<file path="src/hdl/lane_map_pkg.sv">
// Contract
// - float input low puts every output pin into high impedance, except test data out.
// - active-low chip reset input at 0 resets the whole block asynchronously.
// - line mode select high gives four quarter-rate channels, low one full-rate channel.
// - drop pointer bypass high bypasses pointer generator, low enables it.
// - processor mode high selects synchronous bus operation, low asynchronous.
// - each rising monitor strobe edge copies internal counts into readable monitor registers.
// - the same strobe edge clears the internal anomaly counters for the next interval.
// - one transmit clock input clocks the whole transmit section in both modes.
// - full-rate mode: receive lanes 0..15 form one word, lane 0 least significant.
// - quarter-rate mode: four lanes per channel, lowest lane carries the channel's lsb.
// - full-rate drives only channel 1 frame sync; quarter-rate drives all four.
// - quarter-rate uses each channel's receive clock; full-rate uses only channel 1's.
// - receive loopbacks return own clock in quarter-rate, copies of channel 1 otherwise.
// - transmit clock output 1 carries the transmit clock in both modes.
// - full-rate mode: transmit lane 0 carries bit 0 of the word.
// - quarter-rate mode: four transmit lanes per channel, lowest lane carries lsb.
// - transmit clock outputs 2..4 copy channel 1 in full-rate, own clock in quarter-rate; the code copies the one transmit clock to all four in both modes.
// - with bypass the drop clock pin outputs channel 1 receive clock, else it is input.
package lane_map_pkg;
   localparam int NUM_CH = 4;
   localparam int LANES = 16;
   localparam int CH_LANES = 4;
   localparam int CNT_W = 16;
   // apb register byte offsets
   localparam logic [7:0] CTRL_OFS = 8'h00;
   localparam logic [7:0] STATUS_OFS = 8'h04;
   localparam logic [7:0] PM_CH0_OFS = 8'h08;
   localparam logic [7:0] PM_CH1_OFS = 8'h0C;
   localparam logic [7:0] PM_CH2_OFS = 8'h10;
   localparam logic [7:0] PM_CH3_OFS = 8'h14;
   // control register fields and reset value
   localparam int CTRL_PM_EN_BIT = 0;
   localparam logic [31:0] CTRL_RESET = 32'h0000_0001;
   // status register fields
   localparam int ST_LINE_MODE_BIT = 0;
   localparam int ST_BYPASS_BIT = 1;
   localparam int ST_PROC_SYNC_BIT = 2;
   localparam int ST_FLOAT_N_BIT = 3;
   localparam int ST_TX_FRAME_OK_BIT = 4;
   localparam int ST_DROP_CLK_BIT = 5;
   // timing
   localparam int CLK_PERIOD_PS = 5000;
   localparam int TX_FRAME_MIN_PERIODS = 32;
   localparam int RESET_MIN_PS = 26000;
   localparam int RESET_MIN_CYC = (RESET_MIN_PS + CLK_PERIOD_PS - 1) / CLK_PERIOD_PS;
   localparam int PM_MIN_PERIOD_PS = 325000;
   localparam int PM_MIN_PERIOD_CYC = (PM_MIN_PERIOD_PS + CLK_PERIOD_PS - 1) / CLK_PERIOD_PS;
   localparam logic [5:0] TX_RUN_MAX = 6'h3F;
   // positions inside the sampled pin vector
   localparam int P_RX_CLK = 0;
   localparam int P_TX_CLK = 4;
   localparam int P_TX_FRM = 5;
   localparam int P_PM = 6;
   localparam int P_FLOAT_N = 7;
   localparam int P_MODE = 8;
   localparam int P_BYPASS = 9;
   localparam int P_PROC = 10;
   localparam int P_DROP_CLK = 11;
   localparam int P_LANE = 12;
   localparam int PIN_W = 28;

   typedef enum logic [1:0] {
      TXF_WAIT_LOW = 2'b00,
      TXF_LOW_OK = 2'b01,
      TXF_HIGH = 2'b11,
      TXF_LOCKED = 2'b10
   } txf_state_e;

   typedef struct packed {
      logic float_n;
      logic quarter;
      logic bypass;
      logic proc_sync;
   } sys_ctl_s;
endpackage

</file>
<file path="src/hdl/line_lane_ctrl.sv">
module line_lane_ctrl (
   // clock and reset
   input wire logic i_clk,
   input wire logic i_arst_n,
   // system control pins
   input wire logic i_output_float_n,
   input wire logic i_line_mode_select,
   input wire logic i_drop_pointer_bypass,
   input wire logic i_proc_bus_mode,
   input wire logic i_monitor_interval_strobe,
   // receive line pins
   input wire logic [3:0] i_rx_clk,
   input wire logic [15:0] i_rx_line_lane,
   // transmit line pins
   input wire logic i_tx_clk,
   input wire logic i_tx_frame_sync_in,
   // drop clock pin, three signals
   input wire logic i_drop_clk,
   output logic o_drop_clk,
   output logic o_drop_clk_oe,
   // line side outputs and their common enable
   output logic o_pin_oe,
   output logic [3:0] o_rx_clock_loop_out,
   output logic [3:0] o_rx_frame_sync_out,
   output logic [3:0] o_tx_clock_loop_out,
   output logic [15:0] o_tx_line_lane,
   // core side
   input wire logic [3:0] i_rx_frame_found,
   input wire logic [3:0] i_anomaly,
   input wire logic [15:0] i_tx_word,
   output logic [15:0] o_rx_word,
   output logic [3:0] o_rx_word_valid,
   output logic o_tx_word_take,
   output logic o_ptr_gen_bypass,
   output logic o_proc_bus_sync,
   // apb slave
   input wire logic psel,
   input wire logic penable,
   input wire logic pwrite,
   input wire logic [7:0] paddr,
   input wire logic [31:0] pwdata,
   output logic [31:0] prdata,
   output logic pready,
   output logic pslverr
);
   localparam int NC = lane_map_pkg::NUM_CH;
   localparam int CL = lane_map_pkg::CH_LANES;

   logic rst_s1_r, rst_n;
   logic [lane_map_pkg::PIN_W-1:0] pins, lvl, rise;
   lane_map_pkg::sys_ctl_s ctl;
   logic [3:0] ch_rise;

   // reset asserts at once and releases on a clean edge
   always_ff @(posedge i_clk or negedge i_arst_n) begin
      if (!i_arst_n) begin
         rst_s1_r <= 1'b0;
         rst_n <= 1'b0;
      end else begin
         rst_s1_r <= 1'b1;
         rst_n <= rst_s1_r;
      end
   end

   // every outside pin passes the same three-stage filter, keeping lanes aligned to clocks
   assign pins = {i_rx_line_lane, i_drop_clk, i_proc_bus_mode, i_drop_pointer_bypass,
                  i_line_mode_select, i_output_float_n, i_monitor_interval_strobe,
                  i_tx_frame_sync_in, i_tx_clk, i_rx_clk};

   pin_sampler #(.W(lane_map_pkg::PIN_W)) u_pins (
      .i_clk(i_clk),
      .i_rst_n(rst_n),
      .i_pin(pins),
      .o_level(lvl),
      .o_rise(rise)
   );

   assign ctl.float_n = lvl[lane_map_pkg::P_FLOAT_N];
   assign ctl.quarter = lvl[lane_map_pkg::P_MODE];
   assign ctl.bypass = lvl[lane_map_pkg::P_BYPASS];
   assign ctl.proc_sync = lvl[lane_map_pkg::P_PROC];

   // capture edge per channel: own clock in quarter-rate, channel 1 clock in full-rate
   always_comb begin
      ch_rise = '0;
      for (int g = 0; g < NC; g++) begin
         ch_rise[g] = ctl.quarter ? rise[lane_map_pkg::P_RX_CLK + g]
                                  : rise[lane_map_pkg::P_RX_CLK];
      end
   end

   // ---------------- receive lanes, frame sync, loopback ----------------
   logic [15:0] rx_word_r, rx_word_nxt;
   logic [3:0] rx_val_r, rx_val_nxt, rx_loop_r, rx_loop_nxt, rx_frm_r, rx_frm_nxt;

   generate
      for (genvar g = 0; g < NC; g++) begin : g_rx
         always_comb begin
            // lane 4g+k is word bit 4g+k: lsb of each group is the lowest lane
            rx_word_nxt[g*CL +: CL] = ch_rise[g] ?
               lvl[lane_map_pkg::P_LANE + g*CL +: CL] : rx_word_r[g*CL +: CL];
            rx_val_nxt[g] = ch_rise[g];
            rx_loop_nxt[g] = ctl.quarter ? lvl[lane_map_pkg::P_RX_CLK + g]
                                         : lvl[lane_map_pkg::P_RX_CLK];
            rx_frm_nxt[g] = (g == 0 || ctl.quarter) ? i_rx_frame_found[g] : 1'b0;
         end
      end
   endgenerate

   always_ff @(posedge i_clk or negedge rst_n) begin
      if (!rst_n) begin
         rx_word_r <= '0;
         rx_val_r <= '0;
         rx_loop_r <= '0;
         rx_frm_r <= '0;
      end else begin
         rx_word_r <= rx_word_nxt;
         rx_val_r <= rx_val_nxt;
         rx_loop_r <= rx_loop_nxt;
         rx_frm_r <= rx_frm_nxt;
      end
   end

   // ---------------- transmit frame sync qualification ----------------
   lane_map_pkg::txf_state_e txf_r, txf_nxt;
   logic [5:0] run_r, run_nxt;
   logic tx_edge, tx_frm;

   assign tx_edge = rise[lane_map_pkg::P_TX_CLK];
   assign tx_frm = lvl[lane_map_pkg::P_TX_FRM];

   // count low then high transmit clock periods; transmit runs once both are long enough
   always_comb begin
      txf_nxt = txf_r;
      run_nxt = run_r;
      if (tx_edge) begin
         run_nxt = (run_r == lane_map_pkg::TX_RUN_MAX) ? run_r : run_r + 6'h01;
         unique case (txf_r)
            lane_map_pkg::TXF_WAIT_LOW: begin
               if (tx_frm) begin
                  run_nxt = '0;
               end else if (run_nxt >= 6'(lane_map_pkg::TX_FRAME_MIN_PERIODS)) begin
                  txf_nxt = lane_map_pkg::TXF_LOW_OK;
               end
            end
            lane_map_pkg::TXF_LOW_OK: begin
               if (tx_frm) begin
                  txf_nxt = lane_map_pkg::TXF_HIGH;
                  run_nxt = 6'h01;
               end
            end
            lane_map_pkg::TXF_HIGH: begin
               if (!tx_frm) begin
                  txf_nxt = lane_map_pkg::TXF_WAIT_LOW;
                  run_nxt = 6'h01;
               end else if (run_nxt >= 6'(lane_map_pkg::TX_FRAME_MIN_PERIODS)) begin
                  txf_nxt = lane_map_pkg::TXF_LOCKED;
               end
            end
            lane_map_pkg::TXF_LOCKED: begin
               run_nxt = run_r;
            end
         endcase
      end
   end

   always_ff @(posedge i_clk or negedge rst_n) begin
      if (!rst_n) begin
         txf_r <= lane_map_pkg::TXF_WAIT_LOW;
         run_r <= '0;
      end else begin
         txf_r <= txf_nxt;
         run_r <= run_nxt;
      end
   end

   // ---------------- transmit lanes and clock outputs ----------------
   logic [15:0] tx_lane_r, tx_lane_nxt;
   logic [3:0] tx_loop_r, tx_loop_nxt;
   logic tx_take_r, tx_take_nxt;

   // one transmit clock serves every channel; word bit i goes to lane i in both modes
   always_comb begin
      tx_take_nxt = tx_edge && (txf_r == lane_map_pkg::TXF_LOCKED);
      tx_lane_nxt = tx_take_nxt ? i_tx_word : tx_lane_r;
      tx_loop_nxt = {NC{lvl[lane_map_pkg::P_TX_CLK]}};
   end

   always_ff @(posedge i_clk or negedge rst_n) begin
      if (!rst_n) begin
         tx_lane_r <= '0;
         tx_loop_r <= '0;
         tx_take_r <= 1'b0;
      end else begin
         tx_lane_r <= tx_lane_nxt;
         tx_loop_r <= tx_loop_nxt;
         tx_take_r <= tx_take_nxt;
      end
   end

   // ---------------- system control outputs ----------------
   logic oe_r, drop_o_r, drop_oe_r, byp_r, proc_r;

   always_ff @(posedge i_clk or negedge rst_n) begin
      if (!rst_n) begin
         oe_r <= 1'b0;
         drop_o_r <= 1'b0;
         drop_oe_r <= 1'b0;
         byp_r <= 1'b0;
         proc_r <= 1'b0;
      end else begin
         oe_r <= ctl.float_n;
         drop_o_r <= lvl[lane_map_pkg::P_RX_CLK];
         drop_oe_r <= ctl.bypass & ctl.float_n;
         byp_r <= ctl.bypass;
         proc_r <= ctl.proc_sync;
      end
   end

   // ---------------- monitoring counters ----------------
   logic [3:0][15:0] cnt_r, cnt_nxt, pm_r, pm_nxt;
   logic pm_edge;
   logic [31:0] ctrl_r, ctrl_nxt;

   assign pm_edge = rise[lane_map_pkg::P_PM];

   // strobe edge latches counts and restarts counting; an anomaly in that cycle opens the new one
   generate
      for (genvar g = 0; g < NC; g++) begin : g_pm
         always_comb begin
            logic inc;
            inc = i_anomaly[g] & ctrl_r[lane_map_pkg::CTRL_PM_EN_BIT];
            pm_nxt[g] = pm_edge ? cnt_r[g] : pm_r[g];
            if (pm_edge) begin
               cnt_nxt[g] = {15'h0000, inc};
            end else if (inc && cnt_r[g] != 16'hFFFF) begin
               cnt_nxt[g] = cnt_r[g] + 16'h0001;
            end else begin
               cnt_nxt[g] = cnt_r[g];
            end
         end
      end
   endgenerate

   always_ff @(posedge i_clk or negedge rst_n) begin
      if (!rst_n) begin
         cnt_r <= '0;
         pm_r <= '0;
      end else begin
         cnt_r <= cnt_nxt;
         pm_r <= pm_nxt;
      end
   end

   // ---------------- apb slave, one wait state ----------------
   logic [31:0] rdata_r, rdata_nxt;
   logic ready_r, ready_nxt, err_r, err_nxt;

   function automatic logic mapped(input logic [7:0] a, input logic wr);
      mapped = (a == lane_map_pkg::CTRL_OFS) ||
               (!wr && (a == lane_map_pkg::STATUS_OFS || a == lane_map_pkg::PM_CH0_OFS ||
                        a == lane_map_pkg::PM_CH1_OFS || a == lane_map_pkg::PM_CH2_OFS ||
                        a == lane_map_pkg::PM_CH3_OFS));
   endfunction

   always_comb begin
      ready_nxt = psel && penable && !ready_r;
      err_nxt = ready_nxt && !mapped(paddr, pwrite);
      rdata_nxt = '0;
      ctrl_nxt = ctrl_r;
      if (ready_nxt && !pwrite) begin
         unique case (paddr)
            lane_map_pkg::CTRL_OFS: rdata_nxt = ctrl_r;
            lane_map_pkg::STATUS_OFS: begin
               rdata_nxt[lane_map_pkg::ST_LINE_MODE_BIT] = ctl.quarter;
               rdata_nxt[lane_map_pkg::ST_BYPASS_BIT] = ctl.bypass;
               rdata_nxt[lane_map_pkg::ST_PROC_SYNC_BIT] = ctl.proc_sync;
               rdata_nxt[lane_map_pkg::ST_FLOAT_N_BIT] = ctl.float_n;
               rdata_nxt[lane_map_pkg::ST_TX_FRAME_OK_BIT] = (txf_r == lane_map_pkg::TXF_LOCKED);
               rdata_nxt[lane_map_pkg::ST_DROP_CLK_BIT] = lvl[lane_map_pkg::P_DROP_CLK];
            end
            lane_map_pkg::PM_CH0_OFS: rdata_nxt = {16'h0000, pm_r[0]};
            lane_map_pkg::PM_CH1_OFS: rdata_nxt = {16'h0000, pm_r[1]};
            lane_map_pkg::PM_CH2_OFS: rdata_nxt = {16'h0000, pm_r[2]};
            lane_map_pkg::PM_CH3_OFS: rdata_nxt = {16'h0000, pm_r[3]};
            default: rdata_nxt = '0;
         endcase
      end
      // write lands on the edge where the master sees pready high
      if (psel && penable && ready_r && pwrite && paddr == lane_map_pkg::CTRL_OFS) begin
         ctrl_nxt = {31'h00000000, pwdata[lane_map_pkg::CTRL_PM_EN_BIT]};
      end
   end

   always_ff @(posedge i_clk or negedge rst_n) begin
      if (!rst_n) begin
         rdata_r <= '0;
         ready_r <= 1'b0;
         err_r <= 1'b0;
         ctrl_r <= lane_map_pkg::CTRL_RESET;
      end else begin
         rdata_r <= rdata_nxt;
         ready_r <= ready_nxt;
         err_r <= err_nxt;
         ctrl_r <= ctrl_nxt;
      end
   end

   // outputs
   assign o_pin_oe = oe_r;
   assign o_rx_word = rx_word_r;
   assign o_rx_word_valid = rx_val_r;
   assign o_rx_clock_loop_out = rx_loop_r;
   assign o_rx_frame_sync_out = rx_frm_r;
   assign o_tx_line_lane = tx_lane_r;
   assign o_tx_clock_loop_out = tx_loop_r;
   assign o_tx_word_take = tx_take_r;
   assign o_drop_clk = drop_o_r;
   assign o_drop_clk_oe = drop_oe_r;
   assign o_ptr_gen_bypass = byp_r;
   assign o_proc_bus_sync = proc_r;
   assign prdata = rdata_r;
   assign pready = ready_r;
   assign pslverr = err_r;

   // ---------------- checks ----------------
   float_oe_a: assert property (@(posedge i_clk) disable iff (!rst_n)
      !ctl.float_n |=> !o_pin_oe && !o_drop_clk_oe) else $error("outputs driven while floated");
   reset_async_a: assert property (@(posedge i_clk)
      !i_arst_n |-> !rst_n) else $error("reset not applied at once");
   full_frame_a: assert property (@(posedge i_clk) disable iff (!rst_n)
      !ctl.quarter |=> o_rx_frame_sync_out[3:1] == 3'b000) else $error("frame sync in full mode");
   full_capture_a: assert property (@(posedge i_clk) disable iff (!rst_n)
      !ctl.quarter && rise[lane_map_pkg::P_RX_CLK] |=> o_rx_word_valid == 4'hF &&
      o_rx_word == $past(lvl[lane_map_pkg::P_LANE +: 16])) else $error("full word wrong");
   quarter_capture_a: assert property (@(posedge i_clk) disable iff (!rst_n)
      ctl.quarter && rise[lane_map_pkg::P_RX_CLK + 2] |=> o_rx_word_valid[2] &&
      o_rx_word[11:8] == $past(lvl[lane_map_pkg::P_LANE + 8 +: 4])) else $error("group 3 wrong");
   rx_loop_a: assert property (@(posedge i_clk) disable iff (!rst_n)
      !ctl.quarter |=> o_rx_clock_loop_out[3:1] == {3{o_rx_clock_loop_out[0]}})
      else $error("loopback copy wrong");
   tx_loop_a: assert property (@(posedge i_clk) disable iff (!rst_n)
      1'b1 |=> o_tx_clock_loop_out == {4{$past(lvl[lane_map_pkg::P_TX_CLK])}})
      else $error("tx clock outputs wrong");
   tx_gate_a: assert property (@(posedge i_clk) disable iff (!rst_n)
      o_tx_word_take |-> $past(txf_r) == lane_map_pkg::TXF_LOCKED) else $error("tx before lock");
   tx_lane_a: assert property (@(posedge i_clk) disable iff (!rst_n)
      o_tx_word_take |-> o_tx_line_lane == $past(i_tx_word)) else $error("tx lane order");
   pm_latch_a: assert property (@(posedge i_clk) disable iff (!rst_n)
      pm_edge |=> pm_r[1] == $past(cnt_r[1]) && cnt_r[1] <= 16'h0001)
      else $error("monitor latch wrong");
   ctl_pins_a: assert property (@(posedge i_clk) disable iff (!rst_n)
      1'b1 |=> o_ptr_gen_bypass == $past(ctl.bypass) && o_proc_bus_sync == $past(ctl.proc_sync)
      && o_drop_clk == $past(lvl[lane_map_pkg::P_RX_CLK])) else $error("control pins wrong");
   apb_one_wait_a: assert property (@(posedge i_clk) disable iff (!rst_n)
      psel && !penable ##1 psel && penable |-> !pready ##1 pready) else $error("apb wait wrong");

   tx_lock_c: cover property (@(posedge i_clk) disable iff (!rst_n)
      txf_r == lane_map_pkg::TXF_HIGH ##1 txf_r == lane_map_pkg::TXF_LOCKED);
   quarter_rx_c: cover property (@(posedge i_clk) disable iff (!rst_n)
      ctl.quarter && o_rx_word_valid == 4'h8);
   pm_edge_c: cover property (@(posedge i_clk) disable iff (!rst_n) pm_edge && cnt_r[0] != '0);
   apb_err_c: cover property (@(posedge i_clk) disable iff (!rst_n) pready && pslverr);
endmodule

</file>
<file path="src/hdl/pin_sampler.sv">
module pin_sampler #(
   parameter int W = 1
) (
   // clock and reset
   input wire logic i_clk,
   input wire logic i_rst_n,
   // pins from outside the clock domain
   input wire logic [W-1:0] i_pin,
   // filtered level and rising-edge pulse
   output logic [W-1:0] o_level,
   output logic [W-1:0] o_rise
);
   logic [W-1:0] s1_r, s2_r, s3_r, level_r, rise_r;
   logic [W-1:0] level_nxt, rise_nxt;

   // a change counts once the second and third stages agree
   always_comb begin
      level_nxt = level_r;
      rise_nxt = '0;
      for (int i = 0; i < W; i++) begin
         if (s2_r[i] == s3_r[i]) begin
            level_nxt[i] = s3_r[i];
         end
         rise_nxt[i] = level_nxt[i] & ~level_r[i];
      end
   end

   // three-stage chain and filtered level
   always_ff @(posedge i_clk or negedge i_rst_n) begin
      if (!i_rst_n) begin
         s1_r <= '0;
         s2_r <= '0;
         s3_r <= '0;
         level_r <= '0;
         rise_r <= '0;
      end else begin
         s1_r <= i_pin;
         s2_r <= s1_r;
         s3_r <= s2_r;
         level_r <= level_nxt;
         rise_r <= rise_nxt;
      end
   end

   assign o_level = level_r;
   assign o_rise = rise_r;
endmodule
</file>
<file path="config.mk">
export PLATFORM = sky130hd
export DESIGN_NAME = line_lane_ctrl
export DESIGN_NICKNAME = d
export VERILOG_FILES = /design/src/hdl/lane_map_pkg.sv /design/src/hdl/line_lane_ctrl.sv /design/src/hdl/pin_sampler.sv
export SDC_FILE = /design/constraint.sdc
export NUM_CORES = 1
export LEC_CHECK = 0
export ABC_CLOCK_PERIOD_IN_PS = 17900
export BUFFER_PORTS_ARGS = -buffer_cell sky130_fd_sc_hd__buf_2
export CORE_MARGIN = 3
export CORE_UTILIZATION = 62
export CTS_BUF_LIST = sky130_fd_sc_hd__clkbuf_16
export CTS_CLUSTER_SIZE = 12
export DETAILED_ROUTE_END_ITERATION = 6
export GPL_TIMING_DRIVEN = 0
export PLACE_DENSITY = 0.85
export SETUP_SLACK_MARGIN = 0.2
export SLEW_MARGIN = 20
export SYNTH_ARGS = -nofsm -noshare
export SYNTH_HDL_FRONTEND = slang
export SYNTH_HIERARCHICAL = 1
export SYNTH_SLANG_ARGS = --single-unit
</file>
<file path="constraint.sdc">
create_clock -name i_clk -period 17.9 [get_ports i_clk]
set_clock_uncertainty 0.1 [all_clocks]
set_input_delay 1.79 -clock i_clk [delete_from_list [all_inputs] [get_ports i_clk]]
set_output_delay 1.79 -clock i_clk [all_outputs]
set_load 0.005 [all_outputs]
</file>
* Yosys cells after proc, flatten, opt, wreduce, memory -nomap -nowiden
Index checks and enable logic that the tools add are counted.
** Operators by class
- Add/sub/neg operators :: 5
- Order comparisons :: 1
- Eq/ne operators :: 45
- Multiplexer cells :: 59
- Bitwise logic cells :: 20
- Reduce and logical (&&, ||, !) cells :: 30
** Operators by type and width (count)
- $mux W16 :: 9
- $add A16 B1 Y16 const B :: 4
- $ne A16 B16 Y1 const B :: 4
- $pmux W10 S4 :: 1
- $mux W1 :: 37
- $pmux W6 S6 :: 1
- $eq A1 B1 Y1 :: 28
- $mux W6 :: 4
- $pmux W6 S3 :: 1
- $eq A8 B4 Y1 const B :: 2
- $eq A8 B5 Y1 const B :: 2
- $logic_and A1 B1 Y1 :: 13
- $and A1 B1 Y1 :: 12
- $mux W2 :: 5
- $eq A8 B3 Y1 const B :: 1
- $logic_not A8 Y1 :: 1
- $not A1 Y1 :: 8
- $reduce_bool A2 Y1 :: 4
- $add A6 B1 Y6 const B :: 1
- $eq A6 B6 Y1 const B :: 1
- $ge A6 B6 Y1 const B :: 1
- $pmux W2 S3 :: 1
- $reduce_and A6 Y1 :: 1
- $logic_or A1 B1 Y1 :: 5
- other kinds (9) :: 13
** Storage, ports and cells
- Register bits after elaboration :: 343
- Input bits :: 97
- Logic and storage cells :: 196

* Depth between registers and ports, before layout
Gate-level depths: netlist (run 1).
- Depth after elaboration :: 9
- Mapped depth :: 7

* Cells and area by module
The synthesis (run 1) kept the hierarchy.
** Modules (own cells, without submodules)
- line_lane_ctrl :: times used 1, cells an instance 815, area each 9414.0 sq um, seq. area each 5181.2 sq um
- pin_sampler :: times used 1, cells an instance 196, area each 4098.9 sq um, seq. area each 3503.4 sq um

* Worst setup path before layout (run 1)
Ideal clock, no wire load.
- Path kind :: input-to-reg
- From :: input port paddr[0]
- To :: register rdata_r[10] (netlist: prdata[10])
- Arrival time :: 3059 ps
- Data required time :: 17728 ps
- Setup slack :: 14668 ps
- Stages :: 6
- Buffers on the path :: 1
- Cell sequence :: or4_4 nor2_4 and3b_1 a21bo_1 buf_6 nor2_1
** On the way
- Cells in the longest elaborated chain, start to end :: 3
- Elaborated cells between the ends (all ways) :: 6
- Classes of those cells :: 4 x eq/ne; 2 x mux
** RTL lines
- from (decl) :: RTL line line_lane_ctrl.sv:40 : input wire logic [7:0] paddr,
- $eq A8 B5 Y1 or $eq A8 B4 Y1 (tied branches) :: RTL line line_lane_ctrl.sv:272 : unique case (paddr)
- $pmux W10 S4 * :: RTL line line_lane_ctrl.sv:272
- $mux W16 * :: RTL line line_lane_ctrl.sv:271 : if (ready_nxt && !pwrite) begin
- via rdata_nxt[10] :: RTL line line_lane_ctrl.sv:256 : logic [31:0] rdata_r, rdata_nxt;
- to (signal assigned) :: RTL line line_lane_ctrl.sv:302 : rdata_r <= rdata_nxt;
- to (decl) :: RTL line line_lane_ctrl.sv:256
The timed path passes the listed nets; every way through them passes the cells marked *.
A chain may end at the register's enable or synchronous reset.

* Final worst setup path (run 1)
- From :: input port paddr[4]
- To :: register rdata_r[3] (netlist: prdata[3])
** On the way
- Cells in the longest elaborated chain, start to end :: 3
- Elaborated cells between the ends (all ways) :: 8
- Classes of those cells :: 5 x eq/ne; 2 x mux; 1 x reduce/logical
** RTL lines (RTL line)
- $eq A8 B5 Y1 (tied with other cells) :: line_lane_ctrl.sv:272
- $pmux W6 S6 * :: line_lane_ctrl.sv:272
- $mux W16 * :: line_lane_ctrl.sv:271
- via rdata_nxt[3] :: line_lane_ctrl.sv:256
Marked as above.

==> impl_metrics.json, run 1 <==
{
  "outcome": "complete, no violations",
  "cts.repair.resized": 0,
  "fin_ws_ns": 14.80,
  "cts_buffers": 35,
  "nNetsFinal": 1263,
  "endpoint": "prdata[3]",
  "rsz0062_at_grt": "no",
  "relSlewSlack": 0.4252,
  "clock_sinks": 325,
  "grt_antenna_before_repair": 0,
  "drtIter0Drc": 543,
  "drt_pre_antenna_iters": 5,
  "drive_above_1_share": 0.3059,
  "r2r_start": "u_pins/o_rise[6]",
  "htreeDepth": 2,
  "p_per_area_mw_per_mm2": 103.7,
  "io_buffers": 136,
  "vdd_drop_max_mv": 0.07308,
  "whs_ns": 0.1399,
  "routabilityCongestion": 0.8987,
  "die_area_mm2": 0.02231,
  "max_freq_mhz": 323.0,
  "regArea_mm2": 0.008138,
  "tns_ns": 0,
  "finalSetupViolCount": 0,
  "design.core.area_mm2": 0.01985,
  "via_count": 8276,
  "hold_path.class": "flip-flop to asynchronous set/reset pin",
  "rr_endpoint": "cnt_r[42]",
  "clkTransAtPathRegs_ns": 0.06,
  "synth_area_mm2": 0.01274,
  "dieWidth_um": 149.4,
  "viasPerCell": 5.735,
  "r2r_slack_ns": 15.60,
  "syn_inst": 967,
  "grtUsageTotal": 0.2578,
  "ios": 185,
  "report.final.slew_viol_count": 0,
  "dp_slack_ns": 14.36,
  "cp.required_ns": 18.21,
  "critPathLaunchType": "input port",
  "cp.arrival_ns": 3.40,
  "initial_core_util": 0.6421,
  "ant_nets": 0,
  "wirelength_um": 27850,
  "ys_warn_count": 6,
  "critical_path_class": "input port to flip-flop",
  "dp_hpwl_um": 18480,
  "nFillCells": 1165,
  "cts_hold_buf": 0,
  "leakagePower_uw": 0.007089,
  "area_delta_synth_final_pct": 17.66,
  "startpoint": "paddr[4]",
  "worst-path-max-fanout": 10,
  "grt_max_degree": 61,
  "drv_cap": 0,
  "post_cts_buffers": 0,
  "tritoncts": "built",
  "r2r_cells": 5,
  "end_kind": "flip-flop",
  "root_buffer": "clkbuf_16",
  "grt_overflow": 0,
  "routedWlPerCell_um": 19.30,
  "drc_errors": 0,
  "syn_area_per_cell_um2": 13.18,
  "die_y_um": 149.4,
  "grt_pass1_vias": 8600,
  "period_needed_ns": 3.096,
  "tightest_slew_ns": 0.8543,
  "worstSkewPairLatency_ns": 0.51,
  "grt_pass1_wl_um": 45060,
  "rows": 51,
  "finalCritPeriodShare": 0.1730,
  "multi_input_area_mm2": 0.004323,
  "finalHoldViolations": 0,
  "ctsLongestPathBuffers": 3
}
worst max-delay path, stage by stage:
cell     delay, ns
buf_2         0.13
buf_1         0.49
nor2b_1       0.38
a22oi_1       0.18
o22a_1        0.24
nor2_1        0.18
power by group:
part	switching [uW]	total [uW]	internal [uW]
Sequential	25.0	798	773
Combinational	55.4	108	52.5
Clock	272	648	376
Total	352	1550	1200
routing by layer:
metal / wire length, um / up-vias / track usage / share of wire
met5: 0 / - / 0 / 0
met4: 769 / 0 / 0.08421 / 0.028
met3: 1500 / 58 / 0.03859 / 0.054
met2: 14150 / 319 / 0.4403 / 0.51
met1: 11430 / 4159 / 0.3442 / 0.41
li1: - / 3740 / - / -
worst min path at each step:
stage	from	to	slack (ns)	cells after the start
after floorplan	rst_s1_r	rst_n	0.23	0
after CTS	rst_n	pm_r[4]	0.17	0
after global routing	rst_n	pm_r[4]	0.17	0
after detailed placement	rst_n	u_pins/s1_r[15]	0.16	0
after global placement	u_pins/s1_r[18]	u_pins/s2_r[18]	0.23	0
final	rst_n	pm_r[4]	0.14	0
layout by cell type, fill, tap and decap left out, drive strengths merged, types with 7 or more instances in the layout:
cell and instances:
dfrtp 324, nand2 50, clkinv 8, a22oi 17
nand3 31, nand4 21, o21ai 18, and3b 7
nor3 15, and4 7, inv 20, conb 17
xor2 31, nor2 90, clkbuf 59, and2 12
nor4 8, and3 8, mux2 104, maj3 28
mux2i 23, nor2b 7, o2bb2ai 10, xnor2 16
buf 172, a21oi 13
layout make-up:
cell class              count  area share
flip-flops and latches    325      0.5428
multi-input cells         592      0.2883
clock buffers              36     0.06009
repair buffers            142     0.05591
well taps                 265     0.02211
plain buffers              53     0.01978
clock inverters            17    0.007844
inverters                  12    0.003004
diodes                      1   0.0001669
registers in the layout (all words and copies together) (netlist names), 2 cells and up:
| signal | flops |
|---|---|
| u_pins/s2_r | 28 |
| o_rx_frame_sync_out | 4 |
| u_pins/o_level | 28 |
| o_rx_word | 16 |
| u_pins/o_rise | 6 |
| cnt_r | 64 |
| u_pins/s1_r | 28 |
| prdata | 16 |
| pm_r | 64 |
| o_tx_line_lane | 16 |
| txf_r | 2 |
| u_pins/s3_r | 28 |
| run_r | 6 |
| o_rx_clock_loop_out | 4 |
| o_rx_word_valid | 4 |
metrics by stage:
stage,total power (uW),util,instances,cell area [um^2]
2_1_floorplan,864.2,-,982,12800
3_3_place_gp,903.4,0.6959,1383,13810
3_5_place_dp,915.6,0.7041,1389,13970
4_1_cts,1570,0.7554,1442,14990
5_1_grt,1615,0.7554,1442,14990
6_report,1554,0.7555,1443,14990
Power figures use the tool's default switching activity.
==> run 2, diff against run 1 <==
- ABC_CLOCK_PERIOD_IN_PS: 17900 -> 2900
- CORE_UTILIZATION: 62 -> 57
- PLACE_DENSITY: 0.85 -> 0.79
- clock period: 17.9 -> 2.9 ns (I/O delays scaled with it)
==> impl_metrics.json, run 2 (same netlist as run 1, synthesis figures left out) <==
{
  "drtIter0Drc": 542,
  "layout_commonest_cell": "dfrtp_1",
  "grt_pass1_vias": 8597,
  "grt_antenna_before_repair": 1,
  "r2r_start": "u_pins/o_rise[6]",
  "rsz0062_at_grt": "no",
  "grt_overflow": 0,
  "worstSkewPairLatency_ns": 0.50,
  "instances_no_fill": 1505,
  "p_int_uw": 7293,
  "tightest_slew_ns": 0.8771,
  "reg.largest.list": "cnt_r (64), pm_r (64)",
  "routabilityCongestion": 0.9180,
  "whs_ns": 0.007856,
  "p_per_area_mw_per_mm2": 607.6,
  "nNetsFinal": 1314,
  "leakagePower_uw": 0.007273,
  "design.core.area_mm2": 0.02189,
  "grtUsageTotal": 0.2260,
  "cp.arrival_ns": 2.63,
  "grt_max_degree": 62,
  "clkTransAtPathRegs_ns": 0.06,
  "period_needed_ns": 2.370,
  "ant_nets": 0,
  "cp.required_ns": 3.16,
  "report.final.slew_viol_count": 0,
  "drive_above_1_share": 0.2922,
  "die_y_um": 155.5,
  "initial_core_util": 0.5821,
  "relSlewSlack": 0.4099,
  "r2r_slack_ns": 0.53,
  "seq_power_share": 0.524,
  "worstHoldPathCells": 3,
  "max_freq_mhz": 421.9,
  "finalSetupViolCount": 0,
  "routedWlPerCell_um": 17.92,
  "cts.repair.resized": 0,
  "min_delay_worst_endpoint": "pready",
  "root_buffer": "clkbuf_16",
  "clock_sinks": 325,
  "finalCritPeriodShare": 0.8174,
  "outcome": "complete, no violations",
  "hold_path.class": "input port to flip-flop",
  "via_count": 8313,
  "drc_errors": 0,
  "final_cell_mix": "323 x dfrtp_1, 142 x buf_2, 104 x mux2_2",
  "placed_cells": 1404,
  "r2r_cells": 5,
  "ctsLongestPathBuffers": 3,
  "worstHoldStart": "psel",
  "tritoncts": "built",
  "rows": 54,
  "critical_path_class": "flip-flop to flip-flop",
  "viasPerCell": 5.524,
  "area_delta_synth_final_pct": 21.24,
  "swShare": 0.2230,
  "vdd_drop_max_mv": 0.4743,
  "rr_endpoint": "cnt_r[2]",
  "diodes": 0,
  "drt_pre_antenna_iters": 5,
  "drv_cap": 0,
  "p_comb_frac": 0.075,
  "post_cts_buffers": 0,
  "critPathLaunchType": "flip-flop",
  "wirelength_um": 26980,
  "switching_power_uw": 2093,
  "htreeDepth": 2,
  "dp_hpwl_um": 17810,
  "tns_ns": 0,
  "io_buffers": 136,
  "end_kind": "flip-flop",
  "cts_buffers": 34,
  "finalHoldViolations": 0,
  "worst-path-max-fanout": 10,
  "die_area_mm2": 0.02418,
  "grt_pass1_wl_um": 44050,
  "clockPowerShare": 0.401,
  "ios": 185,
  "dieWidth_um": 155.5
}
## run 2: what timing repair did
item / in CTS / in global routing
hold endpoints to repair: 52 / 0
hold buffers: 52 / 0
setup endpoints to repair: 0 / 0
## run 2: area by class of cell
class	count	area [um^2]
multi-input combinational	592	4323
sequential	325	8138
timing repair buffer	194	1359
tap	280	350.3
clock buffer	35	875.8
inverter	12	45.04
clock inverter	14	61.31
buffer	53	296.5
fill	1510	6442
## run 2: worst max-delay path by stage
| stage | depth (start not counted) | startpoint | end |
|---|---|---|---|
| final | 5 | u_pins/o_rise[6] | cnt_r[2] |
| after detailed placement | 5 | u_pins/o_rise[6] | cnt_r[2] |
| after floorplan | 0 | rst_n | cnt_r[0] |
| after global placement | 0 | rst_n | u_pins/o_level[9] |
| after global routing | 5 | u_pins/o_rise[6] | cnt_r[24] |
| after CTS | 5 | u_pins/o_rise[6] | cnt_r[2] |
## run 2: per-stage QoR
stage | worst slack [ns] | area (um^2) | total power, uW | utilization
6_report | 0.5296 | 15450 | 9386 | 0.7057
5_1_grt | 0.3071 | 15450 | 9759 | 0.7057
4_1_cts | 0.5243 | 15450 | 9475 | 0.7057
3_5_place_dp | 0.5368 | 13990 | 5640 | 0.6391
3_3_place_gp | -1.413 | 13830 | 5574 | 0.6319
2_1_floorplan | -0.4211 | 12800 | 5331 | -
## run 2: critical path: stages, from the launching register on
cell and delay (ns):
dfrtp_1 0.32, clkbuf_1 0.38, buf_2 0.34, clkbuf_1 0.53
clkbuf_1 0.45, nor2_1 0.12
## run 2: routing by layer
metal  part of all wire  GRT usage  vias to the layer above
met2               0.50     0.3784                      260
met3              0.054    0.03894                       51
met5            0.00048          0                        -
met1               0.42     0.3083                     4147
li1                   -          -                     3853
met4              0.025    0.06628                        2
## run 2: power groups by stage
stage	clock, uW	sequential, uW	combinational [uW]
global route	4030	4940	783
floorplan	0	5030	300
finish	3760	4920	706
detailed placement	0	4990	650
global placement	0	5050	520
CTS	3850	4910	711
